### config.mk
export PLATFORM = sky130hd
export DESIGN_NAME = asc_top
export DESIGN_NICKNAME = d
export VERILOG_FILES = /design/src/inc/asc_pkg.sv /design/src/hw/asc_top.sv /design/src/hw/asc_accum.sv
export SDC_FILE = /design/constraint.sdc
export NUM_CORES = 1
export LEC_CHECK = 0
export BUFFER_PORTS_ARGS = -buffer_cell sky130_fd_sc_hd__buf_4
export CORE_AREA = 4 4 171 173
export DETAILED_ROUTE_END_ITERATION = 12
export DIE_AREA = 0 0 175 177
export PLACE_DENSITY = 0.73
export REMOVE_ABC_BUFFERS = 1
export SYNTH_ARGS = -nofsm -noshare
export SYNTH_HDL_FRONTEND = slang
export SYNTH_HIERARCHICAL = 1
export SYNTH_SLANG_ARGS = --single-unit
### constraint.sdc
create_clock -name clk_i -period 24.6 [get_ports clk_i]
set_input_delay 4.92 -clock clk_i [delete_from_list [all_inputs] [get_ports clk_i]]
set_output_delay 4.92 -clock clk_i [all_outputs]
set_load 0.02 [all_outputs]
### src/inc/asc_pkg.sv
// Constants, register layout and types for the converter sequencer
package asc_pkg;

  // ----------------------------------------------------------------
  // Register offsets (byte addresses)
  // ----------------------------------------------------------------
  localparam logic [7:0] ASC_OFF_CTRL = 8'h00;
  localparam logic [7:0] ASC_OFF_CHSEL = 8'h04;
  localparam logic [7:0] ASC_OFF_WDCH = 8'h08;
  localparam logic [7:0] ASC_OFF_THR = 8'h0C;
  localparam logic [7:0] ASC_OFF_STAT = 8'h10;
  localparam logic [7:0] ASC_OFF_DATA = 8'h14;
  localparam logic [7:0] ASC_OFF_CMD = 8'h18;

  // ----------------------------------------------------------------
  // Reset values and field positions
  // ----------------------------------------------------------------
  localparam logic [31:0] ASC_CTRL_RST = 32'h0000_0000;
  localparam logic [31:0] ASC_MASK_RST = 32'h0000_0000;
  localparam logic [31:0] ASC_THR_RST = 32'hFFFF_0000;
  localparam int ASC_ST_BUSY = 4;
  localparam int ASC_CMD_START = 0;
  localparam int ASC_CMD_STOP = 1;

  // ----------------------------------------------------------------
  // Channels and oversampling
  // ----------------------------------------------------------------
  localparam int ASC_NUM_EXT = 16;
  localparam int ASC_NUM_INT = 3;
  localparam logic [4:0] ASC_CH_LCD = 5'h10;
  localparam logic [4:0] ASC_CH_BANDGAP = 5'h11;
  localparam logic [4:0] ASC_CH_THERMAL = 5'h12;
  localparam int ASC_SAMPLE_W = 12;
  localparam int ASC_RESULT_W = 16;
  localparam int ASC_ACC_W = 20;
  localparam logic [8:0] ASC_OVS_BASE = 9'h002;
  localparam logic [8:0] ASC_OVS_ONE = 9'h001;

  // ----------------------------------------------------------------
  // LCD bias tap divisor
  // ----------------------------------------------------------------
  localparam logic [1:0] ASC_BIAS_THIRD = 2'h2;
  localparam logic [2:0] ASC_DIV_THIRD = 3'h3;
  localparam logic [2:0] ASC_DIV_QUARTER = 3'h4;
  localparam logic [2:0] ASC_DIV_NONE = 3'h0;

  // ----------------------------------------------------------------
  // Types
  // ----------------------------------------------------------------
  typedef struct packed {
    logic [10:0] rsvd;
    logic [3:0] clkdiv;
    logic wd_all;
    logic wd_en;
    logic dma_en;
    logic [2:0] trig_sel;
    logic trig_en;
    logic [3:0] ovs_shift;
    logic [2:0] ovs_ratio;
    logic ovs_en;
    logic autoshut;
    logic scan;
  } asc_ctrl_t;

  typedef struct packed {
    logic [15:0] high;
    logic [15:0] low;
  } asc_thr_t;

  typedef struct packed {
    logic awd;
    logic ovr;
    logic eos;
    logic eoc;
  } asc_flags_t;

  typedef struct packed {
    logic [7:0] rsvd;
    logic [2:0] lcd_div;
    logic [4:0] chan;
    logic [15:0] result;
  } asc_data_t;

  typedef enum logic [3:0] {
    ASC_IDLE = 4'b0001,
    ASC_CONV = 4'b0010,
    ASC_WAIT = 4'b0100,
    ASC_FIN = 4'b1000
  } asc_state_t;

endpackage

### src/hw/asc_top.sv
// Converter sequencer: Wishbone registers, scan control, oversampling, window check
module asc_top #(
  parameter int NUM_CH = asc_pkg::ASC_NUM_EXT + asc_pkg::ASC_NUM_INT,
  parameter int NUM_TRIG = 8
) (
  input wire logic clk_i,
  input wire logic rst_i,
  input wire logic wb_cyc_i,
  input wire logic wb_stb_i,
  input wire logic wb_we_i,
  input wire logic [7:0] wb_adr_i,
  input wire logic [3:0] wb_sel_i,
  input wire logic [31:0] wb_dat_i,
  output logic [31:0] wb_dat_o,
  output logic wb_ack_o,
  input wire logic [NUM_TRIG-1:0] trig_i,
  input wire logic [1:0] lcd_bias_i,
  input wire logic conv_done_i,
  input wire logic [11:0] conv_data_i,
  output logic conv_start_o,
  output logic [4:0] conv_channel_o,
  output logic conv_power_o,
  output logic conv_clk_o,
  output logic thermal_sense_input_en_o,
  output logic bandgap_ref_input_en_o,
  output logic lcd_supply_input_en_o,
  output logic dma_req_o,
  output logic awd_irq_o
);

  // ----------------------------------------------------------------
  // Elaboration checks
  // ----------------------------------------------------------------
  if (NUM_CH < 1 || NUM_CH > 32)
  begin : g_chk_ch
    $error("asc_top: NUM_CH must be 1 to 32");
  end
  if (NUM_TRIG < 1 || NUM_TRIG > 8)
  begin : g_chk_trig
    $error("asc_top: NUM_TRIG must be 1 to 8");
  end

  // ----------------------------------------------------------------
  // Declarations
  // ----------------------------------------------------------------
  asc_pkg::asc_state_t state_r, state_nxt;
  asc_pkg::asc_ctrl_t ctrl_r, ctrl_nxt;
  asc_pkg::asc_thr_t thr_r, thr_nxt;
  asc_pkg::asc_flags_t flags_r, flags_nxt;
  asc_pkg::asc_data_t data_r, data_nxt;
  logic [31:0] chsel_r, chsel_nxt;
  logic [31:0] wdch_r, wdch_nxt;
  logic [4:0] ch_r, ch_nxt;
  logic [8:0] cnt_r, cnt_nxt;
  logic [3:0] cdiv_r, cdiv_nxt;
  logic cclk_r, cclk_nxt;
  logic ack_r, ack_nxt;
  logic [31:0] rdat_r, rdat_nxt;
  logic done_s1_r, done_s2_r, done_q_r;
  logic [11:0] data_s1_r, data_s2_r;
  logic [NUM_TRIG-1:0] trig_q_r;
  logic acc_clr, acc_add;
  logic [asc_pkg::ASC_ACC_W-1:0] acc;

  // ----------------------------------------------------------------
  // Helpers
  // ----------------------------------------------------------------
  function automatic logic [31:0] merge(input logic [31:0] old, input logic [31:0] wd, input logic [3:0] sel);
    logic [31:0] res;
    res = old;
    for (int b = 0; b < 4; b++)
    begin
      if (sel[b])
      begin
        res[b*8 +: 8] = wd[b*8 +: 8];
      end
    end
    return res;
  endfunction

  // Lowest selected channel at or above lo; bit 5 tells whether one was found
  function automatic logic [5:0] first_from(input logic [31:0] mask, input logic [5:0] lo);
    logic [5:0] res;
    res = '0;
    for (int i = NUM_CH - 1; i >= 0; i--)
    begin
      if (mask[i] && 6'(i) >= lo)
      begin
        res = {1'b1, 5'(i)};
      end
    end
    return res;
  endfunction

  // ----------------------------------------------------------------
  // Input synchronisers
  // ----------------------------------------------------------------
  // Converter status comes from the analog side, so both done and data pass two stages
  always_ff @(posedge clk_i or posedge rst_i)
  begin
    if (rst_i)
    begin
      done_s1_r <= 1'b0;
      done_s2_r <= 1'b0;
      done_q_r <= 1'b0;
      data_s1_r <= '0;
      data_s2_r <= '0;
      trig_q_r <= '0;
    end
    else
    begin
      done_s1_r <= conv_done_i;
      done_s2_r <= done_s1_r;
      done_q_r <= done_s2_r;
      data_s1_r <= conv_data_i;
      data_s2_r <= data_s1_r;
      trig_q_r <= trig_i;
    end
  end

  // ----------------------------------------------------------------
  // Accumulator
  // ----------------------------------------------------------------
  asc_accum #(
    .SAMPLE_W(asc_pkg::ASC_SAMPLE_W),
    .ACC_W(asc_pkg::ASC_ACC_W)
  ) u_accum (
    .clk_i(clk_i),
    .rst_i(rst_i),
    .clr_i(acc_clr),
    .add_i(acc_add),
    .sample_i(data_s2_r),
    .acc_o(acc)
  );

  // ----------------------------------------------------------------
  // Next-state logic
  // ----------------------------------------------------------------
  always_comb
  begin
    logic acc_req, wr, rd, done_edge, start_req, stop_req, in_win, watched;
    logic [7:0] adr;
    logic [8:0] n_samp;
    logic [3:0] shift;
    logic [asc_pkg::ASC_ACC_W-1:0] shifted;
    logic [5:0] nxt;
    acc_req = wb_cyc_i & wb_stb_i & ~ack_r;
    wr = acc_req & wb_we_i;
    rd = acc_req & ~wb_we_i;
    adr = {wb_adr_i[7:2], 2'b00};
    done_edge = done_s2_r & ~done_q_r;
    start_req = 1'b0;
    stop_req = 1'b0;
    in_win = 1'b1;
    watched = 1'b0;
    n_samp = ctrl_r.ovs_en ? 9'(asc_pkg::ASC_OVS_BASE << ctrl_r.ovs_ratio) : asc_pkg::ASC_OVS_ONE;
    shift = ctrl_r.ovs_en ? ctrl_r.ovs_shift : 4'h0;
    shifted = acc >> shift;
    nxt = '0;
    state_nxt = state_r;
    ctrl_nxt = ctrl_r;
    thr_nxt = thr_r;
    flags_nxt = flags_r;
    data_nxt = data_r;
    chsel_nxt = chsel_r;
    wdch_nxt = wdch_r;
    ch_nxt = ch_r;
    cnt_nxt = cnt_r;
    acc_clr = 1'b0;
    acc_add = 1'b0;
    ack_nxt = acc_req;
    rdat_nxt = rdat_r;

    // Bus writes and reads; clears come first so that a hardware set below wins
    if (wr)
    begin
      unique case (adr)
        asc_pkg::ASC_OFF_CTRL: ctrl_nxt = asc_pkg::asc_ctrl_t'(merge(ctrl_r, wb_dat_i, wb_sel_i));
        asc_pkg::ASC_OFF_CHSEL: chsel_nxt = merge(chsel_r, wb_dat_i, wb_sel_i);
        asc_pkg::ASC_OFF_WDCH: wdch_nxt = merge(wdch_r, wb_dat_i, wb_sel_i);
        asc_pkg::ASC_OFF_THR: thr_nxt = asc_pkg::asc_thr_t'(merge(thr_r, wb_dat_i, wb_sel_i));
        asc_pkg::ASC_OFF_STAT: flags_nxt = flags_r & ~asc_pkg::asc_flags_t'(wb_sel_i[0] ? wb_dat_i[3:0] : 4'h0);
        asc_pkg::ASC_OFF_CMD:
        begin
          start_req = wb_sel_i[0] & wb_dat_i[asc_pkg::ASC_CMD_START] & ~ctrl_r.trig_en;
          stop_req = wb_sel_i[0] & wb_dat_i[asc_pkg::ASC_CMD_STOP];
        end
        default: ;
      endcase
    end
    if (rd)
    begin
      unique case (adr)
        asc_pkg::ASC_OFF_CTRL: rdat_nxt = ctrl_r;
        asc_pkg::ASC_OFF_CHSEL: rdat_nxt = chsel_r;
        asc_pkg::ASC_OFF_WDCH: rdat_nxt = wdch_r;
        asc_pkg::ASC_OFF_THR: rdat_nxt = thr_r;
        asc_pkg::ASC_OFF_STAT: rdat_nxt = {27'h0, state_r != asc_pkg::ASC_IDLE, flags_r};
        asc_pkg::ASC_OFF_DATA:
        begin
          rdat_nxt = data_r;
          flags_nxt.eoc = 1'b0;
        end
        default: rdat_nxt = 32'h0000_0000;
      endcase
    end
    if (ctrl_r.trig_en && trig_i[ctrl_r.trig_sel] && !trig_q_r[ctrl_r.trig_sel])
    begin
      start_req = 1'b1;
    end

    // Sequencer
    unique case (state_r)
      asc_pkg::ASC_IDLE:
      begin
        nxt = first_from(chsel_r, 6'h00);
        if (start_req && nxt[5])
        begin
          ch_nxt = nxt[4:0];
          cnt_nxt = '0;
          acc_clr = 1'b1;
          state_nxt = asc_pkg::ASC_CONV;
        end
      end
      asc_pkg::ASC_CONV:
      begin
        state_nxt = asc_pkg::ASC_WAIT;
      end
      asc_pkg::ASC_WAIT:
      begin
        if (done_edge)
        begin
          acc_add = 1'b1;
          cnt_nxt = cnt_r + 9'h001;
          state_nxt = (cnt_r + 9'h001 == n_samp) ? asc_pkg::ASC_FIN : asc_pkg::ASC_CONV;
        end
      end
      asc_pkg::ASC_FIN:
      begin
        // Shift too small for the ratio drops high bits; software picks both
        data_nxt.result = shifted[asc_pkg::ASC_RESULT_W-1:0];
        data_nxt.chan = ch_r;
        data_nxt.lcd_div = asc_pkg::ASC_DIV_NONE;
        if (ch_r == asc_pkg::ASC_CH_LCD)
        begin
          data_nxt.lcd_div = (lcd_bias_i == asc_pkg::ASC_BIAS_THIRD) ? asc_pkg::ASC_DIV_THIRD
                                                                     : asc_pkg::ASC_DIV_QUARTER;
        end
        flags_nxt.ovr = flags_r.ovr | flags_nxt.eoc;
        flags_nxt.eoc = 1'b1;
        watched = ctrl_r.wd_all | wdch_r[ch_r];
        in_win = data_nxt.result >= thr_r.low && data_nxt.result <= thr_r.high;
        if (ctrl_r.wd_en && watched && !in_win)
        begin
          flags_nxt.awd = 1'b1;
        end
        nxt = first_from(chsel_r, 6'(ch_r) + 6'h01);
        acc_clr = 1'b1;
        cnt_nxt = '0;
        if (ctrl_r.scan && nxt[5])
        begin
          ch_nxt = nxt[4:0];
          state_nxt = asc_pkg::ASC_CONV;
        end
        else
        begin
          flags_nxt.eos = 1'b1;
          state_nxt = asc_pkg::ASC_IDLE;
        end
      end
      default: state_nxt = asc_pkg::ASC_IDLE;
    endcase
    if (stop_req)
    begin
      state_nxt = asc_pkg::ASC_IDLE;
    end

    // Converter clock divider runs only while powered
    cdiv_nxt = '0;
    cclk_nxt = 1'b0;
    if (conv_power_o)
    begin
      cdiv_nxt = (cdiv_r == ctrl_r.clkdiv) ? 4'h0 : cdiv_r + 4'h1;
      cclk_nxt = (cdiv_r == ctrl_r.clkdiv) ? ~cclk_r : cclk_r;
    end
  end

  // ----------------------------------------------------------------
  // State registers
  // ----------------------------------------------------------------
  always_ff @(posedge clk_i or posedge rst_i)
  begin
    if (rst_i)
    begin
      state_r <= asc_pkg::ASC_IDLE;
      ctrl_r <= asc_pkg::ASC_CTRL_RST;
      thr_r <= asc_pkg::ASC_THR_RST;
      flags_r <= '0;
      data_r <= '0;
      chsel_r <= asc_pkg::ASC_MASK_RST;
      wdch_r <= asc_pkg::ASC_MASK_RST;
      ch_r <= '0;
      cnt_r <= '0;
      cdiv_r <= '0;
      cclk_r <= 1'b0;
      ack_r <= 1'b0;
      rdat_r <= '0;
    end
    else
    begin
      state_r <= state_nxt;
      ctrl_r <= ctrl_nxt;
      thr_r <= thr_nxt;
      flags_r <= flags_nxt;
      data_r <= data_nxt;
      chsel_r <= chsel_nxt;
      wdch_r <= wdch_nxt;
      ch_r <= ch_nxt;
      cnt_r <= cnt_nxt;
      cdiv_r <= cdiv_nxt;
      cclk_r <= cclk_nxt;
      ack_r <= ack_nxt;
      rdat_r <= rdat_nxt;
    end
  end

  // ----------------------------------------------------------------
  // Outputs
  // ----------------------------------------------------------------
  assign wb_ack_o = ack_r;
  assign wb_dat_o = rdat_r;
  assign conv_start_o = state_r == asc_pkg::ASC_CONV;
  assign conv_channel_o = ch_r;
  // Power stays on between oversamples and scan steps, off once the sequencer idles with autoshut set
  assign conv_power_o = ~ctrl_r.autoshut | (state_r != asc_pkg::ASC_IDLE);
  assign conv_clk_o = cclk_r;
  assign thermal_sense_input_en_o = conv_power_o & (ch_r == asc_pkg::ASC_CH_THERMAL);
  assign bandgap_ref_input_en_o = conv_power_o & (ch_r == asc_pkg::ASC_CH_BANDGAP);
  assign lcd_supply_input_en_o = conv_power_o & (ch_r == asc_pkg::ASC_CH_LCD);
  assign dma_req_o = ctrl_r.dma_en & flags_r.eoc;
  assign awd_irq_o = flags_r.awd;

endmodule

### src/hw/asc_accum.sv
// Oversampling accumulator for converter samples
module asc_accum #(
  parameter int SAMPLE_W = 12,
  parameter int ACC_W = 20
) (
  input wire logic clk_i,
  input wire logic rst_i,
  input wire logic clr_i,
  input wire logic add_i,
  input wire logic [SAMPLE_W-1:0] sample_i,
  output logic [ACC_W-1:0] acc_o
);

  logic [ACC_W-1:0] acc_r;
  logic [ACC_W-1:0] acc_nxt;

  // Room for 256 full-scale samples is needed
  if (ACC_W < SAMPLE_W + 8)
  begin : g_chk
    $error("asc_accum: ACC_W too narrow");
  end

  always_comb
  begin
    acc_nxt = acc_r;
    if (clr_i)
    begin
      acc_nxt = '0;
    end
    else if (add_i)
    begin
      acc_nxt = acc_r + ACC_W'(sample_i);
    end
  end

  always_ff @(posedge clk_i or posedge rst_i)
  begin
    if (rst_i)
    begin
      acc_r <= '0;
    end
    else
    begin
      acc_r <= acc_nxt;
    end
  end

  assign acc_o = acc_r;

endmodule

==> impl_metrics.tcl <==
set metrics [dict create \
    status "finished clean" \
    fin_nets 1696 \
    crit_type "primary input to register" \
    fin_crit_ns 8.276 \
    antenna_found_initial 0 \
    ys_types 86 \
    first_global_vias 12100 \
    setup_viol 0 \
    peakVddDrop_uv 70.37 \
    grt_max_degree 126 \
    power_leakage_uw 0.008204 \
    worst_path_max_delay_cell "nor4b_1" \
    rsz0062_at_grt "no" \
    area_delta_synth_final_pct 14.67 \
    synth_area_per_cell_um2 10.08 \
    synth_area_leaders "dfrtp_1 (41%), mux2_2 (7.9%), nand2_1 (4.8%)" \
    post-route-util_pct 62.35 \
    min_path_type "register to register" \
    fp.coreArea_um2 27630 \
    numClockSinks 266 \
    ys_ff_latch 266 \
    synth_cells 1490 \
    numCtsBuffers 30 \
    skew_ns 0.01973 \
    combPwrFrac_pct 25.9 \
    worst-endpoint-required_ns 25.04 \
    pre_cts_slack_ns 15.81 \
    yosys_warnings 6 \
    post-cts-setup-buffers 0 \
    drc 0 \
    cts_root_buffer "clkbuf_16" \
    dp_hpwl_mm 29.32 \
    drv_slew 0 \
    netlist.area_leader.share_pct 41.48 \
    numPortBuffers 115 \
    track_usage_pct 26.91 \
    grt_overflow_total 0 \
    syn_area_um2 15020 \
    fp.dieW_um 175 \
    crit_chain "buf_4 -> nor4b_1 -> a41oi_1 -> a211oi_1 -> and2_1 -> or2_2 -> nor2_1 -> nor4_1 -> mux2_2 -> a22oi_1 -> nand3_1" \
    ys_seq_area_share_pct 44.45 \
    cts_resized 0 \
    drt.antenna.violating_nets 0 \
    num-fill-cells 2340 \
    drv_cap 0 \
    hold_start "data_s1_r[1]$_DFF_PP0_" \
    p_switching_uw 437.3 \
    whs_ns 0.3468 \
    worst_pin_slew_ns 1.175 \
    max_freq_mhz 120.8 \
    r2r.worst_path.cells 15 \
    switching_share_pct 32.38 \
    yosysMostFrequentCell "dfrtp_1" \
    synth_flop_cell "dfrtp_1" \
    cpPeakStageDelay_ns 0.77 \
    vias 12180 \
    drt_iter0_drc 1228 \
    end_kind "register" \
    final_hold_viol_count 0 \
    routedWlPerCell_um 21.23 \
    slew_headroom_pct 21.48 \
    finalWorstSetupSlack_ns 16.32 \
    cp_data_arrival_time_ns 8.72 \
    drive_above_1_share_pct 22.74 \
    fp.dieH_um 177 \
    seqPwrFrac_pct 38.6 \
    p_per_area_nw_per_um2 78.39 \
    r2r_start "ctrl_r[2]$_DFFE_PP0P_" \
    synth_area_leader_cell "dfrtp_1" \
    synth_edf_count 0 \
    synth_async_sr_flop_share_pct 100.0 \
    min_period_over_period_pct 33.64 \
    worstHoldPathCells 0 \
    dr.pass1.iters 5 \
    ios 118 \
    clk_latency_ns 0.56 \
    tns_ns 0 \
    synthTopCellsByCount "dfrtp_1 (249), nand2_1 (193), o21ai_0 (114)" \
    die_area_um2 30980 \
    ctsHoldBuffers 0 \
    via_per_inst 6.169 \
    crit_path_start "wb_adr_i[5]" \
    pwr-share-clk_pct 35.5 \
    antenna_cells 0 \
    internal-power_uw 913.1 \
    rows 61 \
    cts_tree "built" \
    gpl.final_weighted_congestion 0.8883 \
    cts-root-to-sink-buffers 3 \
    htreeDepth 1 \
    cp-start-kind "primary input" \
    grt_pass1_wl_mm 66.40 \
    clk_pin_slew_ns 0.06 \
    crit_path_max_fanout 32 \
    start_util_pct 54.37 \
    routed_wirelength_mm 41.91 \
]
==> worst paths after layout <==
| kind | end | slack (ns) |
|---|---|---|
| max | u_accum/acc_o[18]$_DFFE_PP0P_ | 16.32 |
| min | data_s2_r[1]$_DFF_PP0_ | 0.35 |
| max reg2reg | awd_irq_o$_DFF_PP0_ | 19.70 |
| min reg2reg | data_s2_r[1]$_DFF_PP0_ | 0.35 |
| max in group asynchronous | ctrl_r[14]$_DFFE_PP0P_ | 18.50 |
| min in group asynchronous | data_s1_r[0]$_DFF_PP0_ | 4.54 |
==> layout by cell type (no fill, tap or decap), types with 31 or more instances in the layout <==
cell / n
nor2_1: 102
inv_1: 55
mux2i_1: 58
nand3_1: 36
clkbuf_16: 31
o21ai_0: 114
dfrtp_1: 249
mux2_2: 106
buf_4: 126
nand2_1: 193
a21oi_1: 55
ha_1: 50
==> cell type report <==
cell class / instances / area (µm²) / share of cell area (%)
Multi-Input combinational cell: 1093 / 7844 / 45.53
Sequential cell: 266 / 6678 / 38.76
Timing Repair Buffer: 126 / 945.9 / 5.491
Clock buffer: 40 / 859.6 / 4.989
Tap cell: 378 / 473.0 / 2.745
Inverter: 56 / 217.7 / 1.264
Clock inverter: 15 / 210.2 / 1.220
==> worst max-delay path, delay by kind of cell <==
kind,cells,cell delay (ns)
simple gates,6,2.48
compound gates,3,0.80
mux,1,0.39
buf+inv,1,0.12
==> per-layer routing <==
layer  vias to the layer above  wire, µm  GRT usage [%]
li1                       5586         -              -
met1                      6010     17540          36.21
met2                       493     19820          44.50
met3                        89      3120          4.978
met4                         0      1431          8.936
met5                         -         0              0
==> power groups by stage <==
stage | registers (µW) | clock network (µW) | logic [µW]
finish | 521 | 480 | 349
CTS | 521 | 486 | 347
global route | 527 | 507 | 386
detailed placement | 529 | 0 | 345
floorplan | 525 | 0 | 230
global placement | 527 | 0 | 336
==> flip-flops by register name (all words and copies together) (netlist names), 3 cells and up <==
signal and cells:
cdiv_r 4, data_s2_r 12, chsel_r 32, wdch_r 32, ctrl_r 32, u_accum/acc_o 20, wb_dat_o 32, cnt_r 9
flags_r 3, thr_r 32, data_s1_r 12, state_r 4, data_r 23, conv_channel_o 5, trig_q_r 8
==> metrics by stage <==
step / power [µW] / instances / cell area, µm²
2_1_floorplan: 754.9 / 1415 / 14720
3_3_place_gp: 862.5 / 1919 / 16160
3_5_place_dp: 873.7 / 1919 / 16160
4_1_cts: 1353 / 1974 / 17230
5_1_grt: 1420 / 1974 / 17230
6_report: 1350 / 1974 / 17230
==> logic make-up (layout without fill, tap and decap cells) <==
| kind of cell | Yosys count | count (layout) | share of synthesized area, % |
|---|---|---|---|
| AOI/OAI and AO/OA | 336 | 336 | 14.54 |
| and+or+nand+nor | 485 | 485 | 15.50 |
| xor gates and xnor gates | 20 | 20 | 1.166 |
| muxes | 201 | 201 | 16.61 |
| adders and majority gates | 51 | 51 | 4.297 |
| buffers and inverters | 131 | 237 | 3.440 |
| DFF | 266 | 266 | 44.45 |
(Power assumes the default switching activity.)
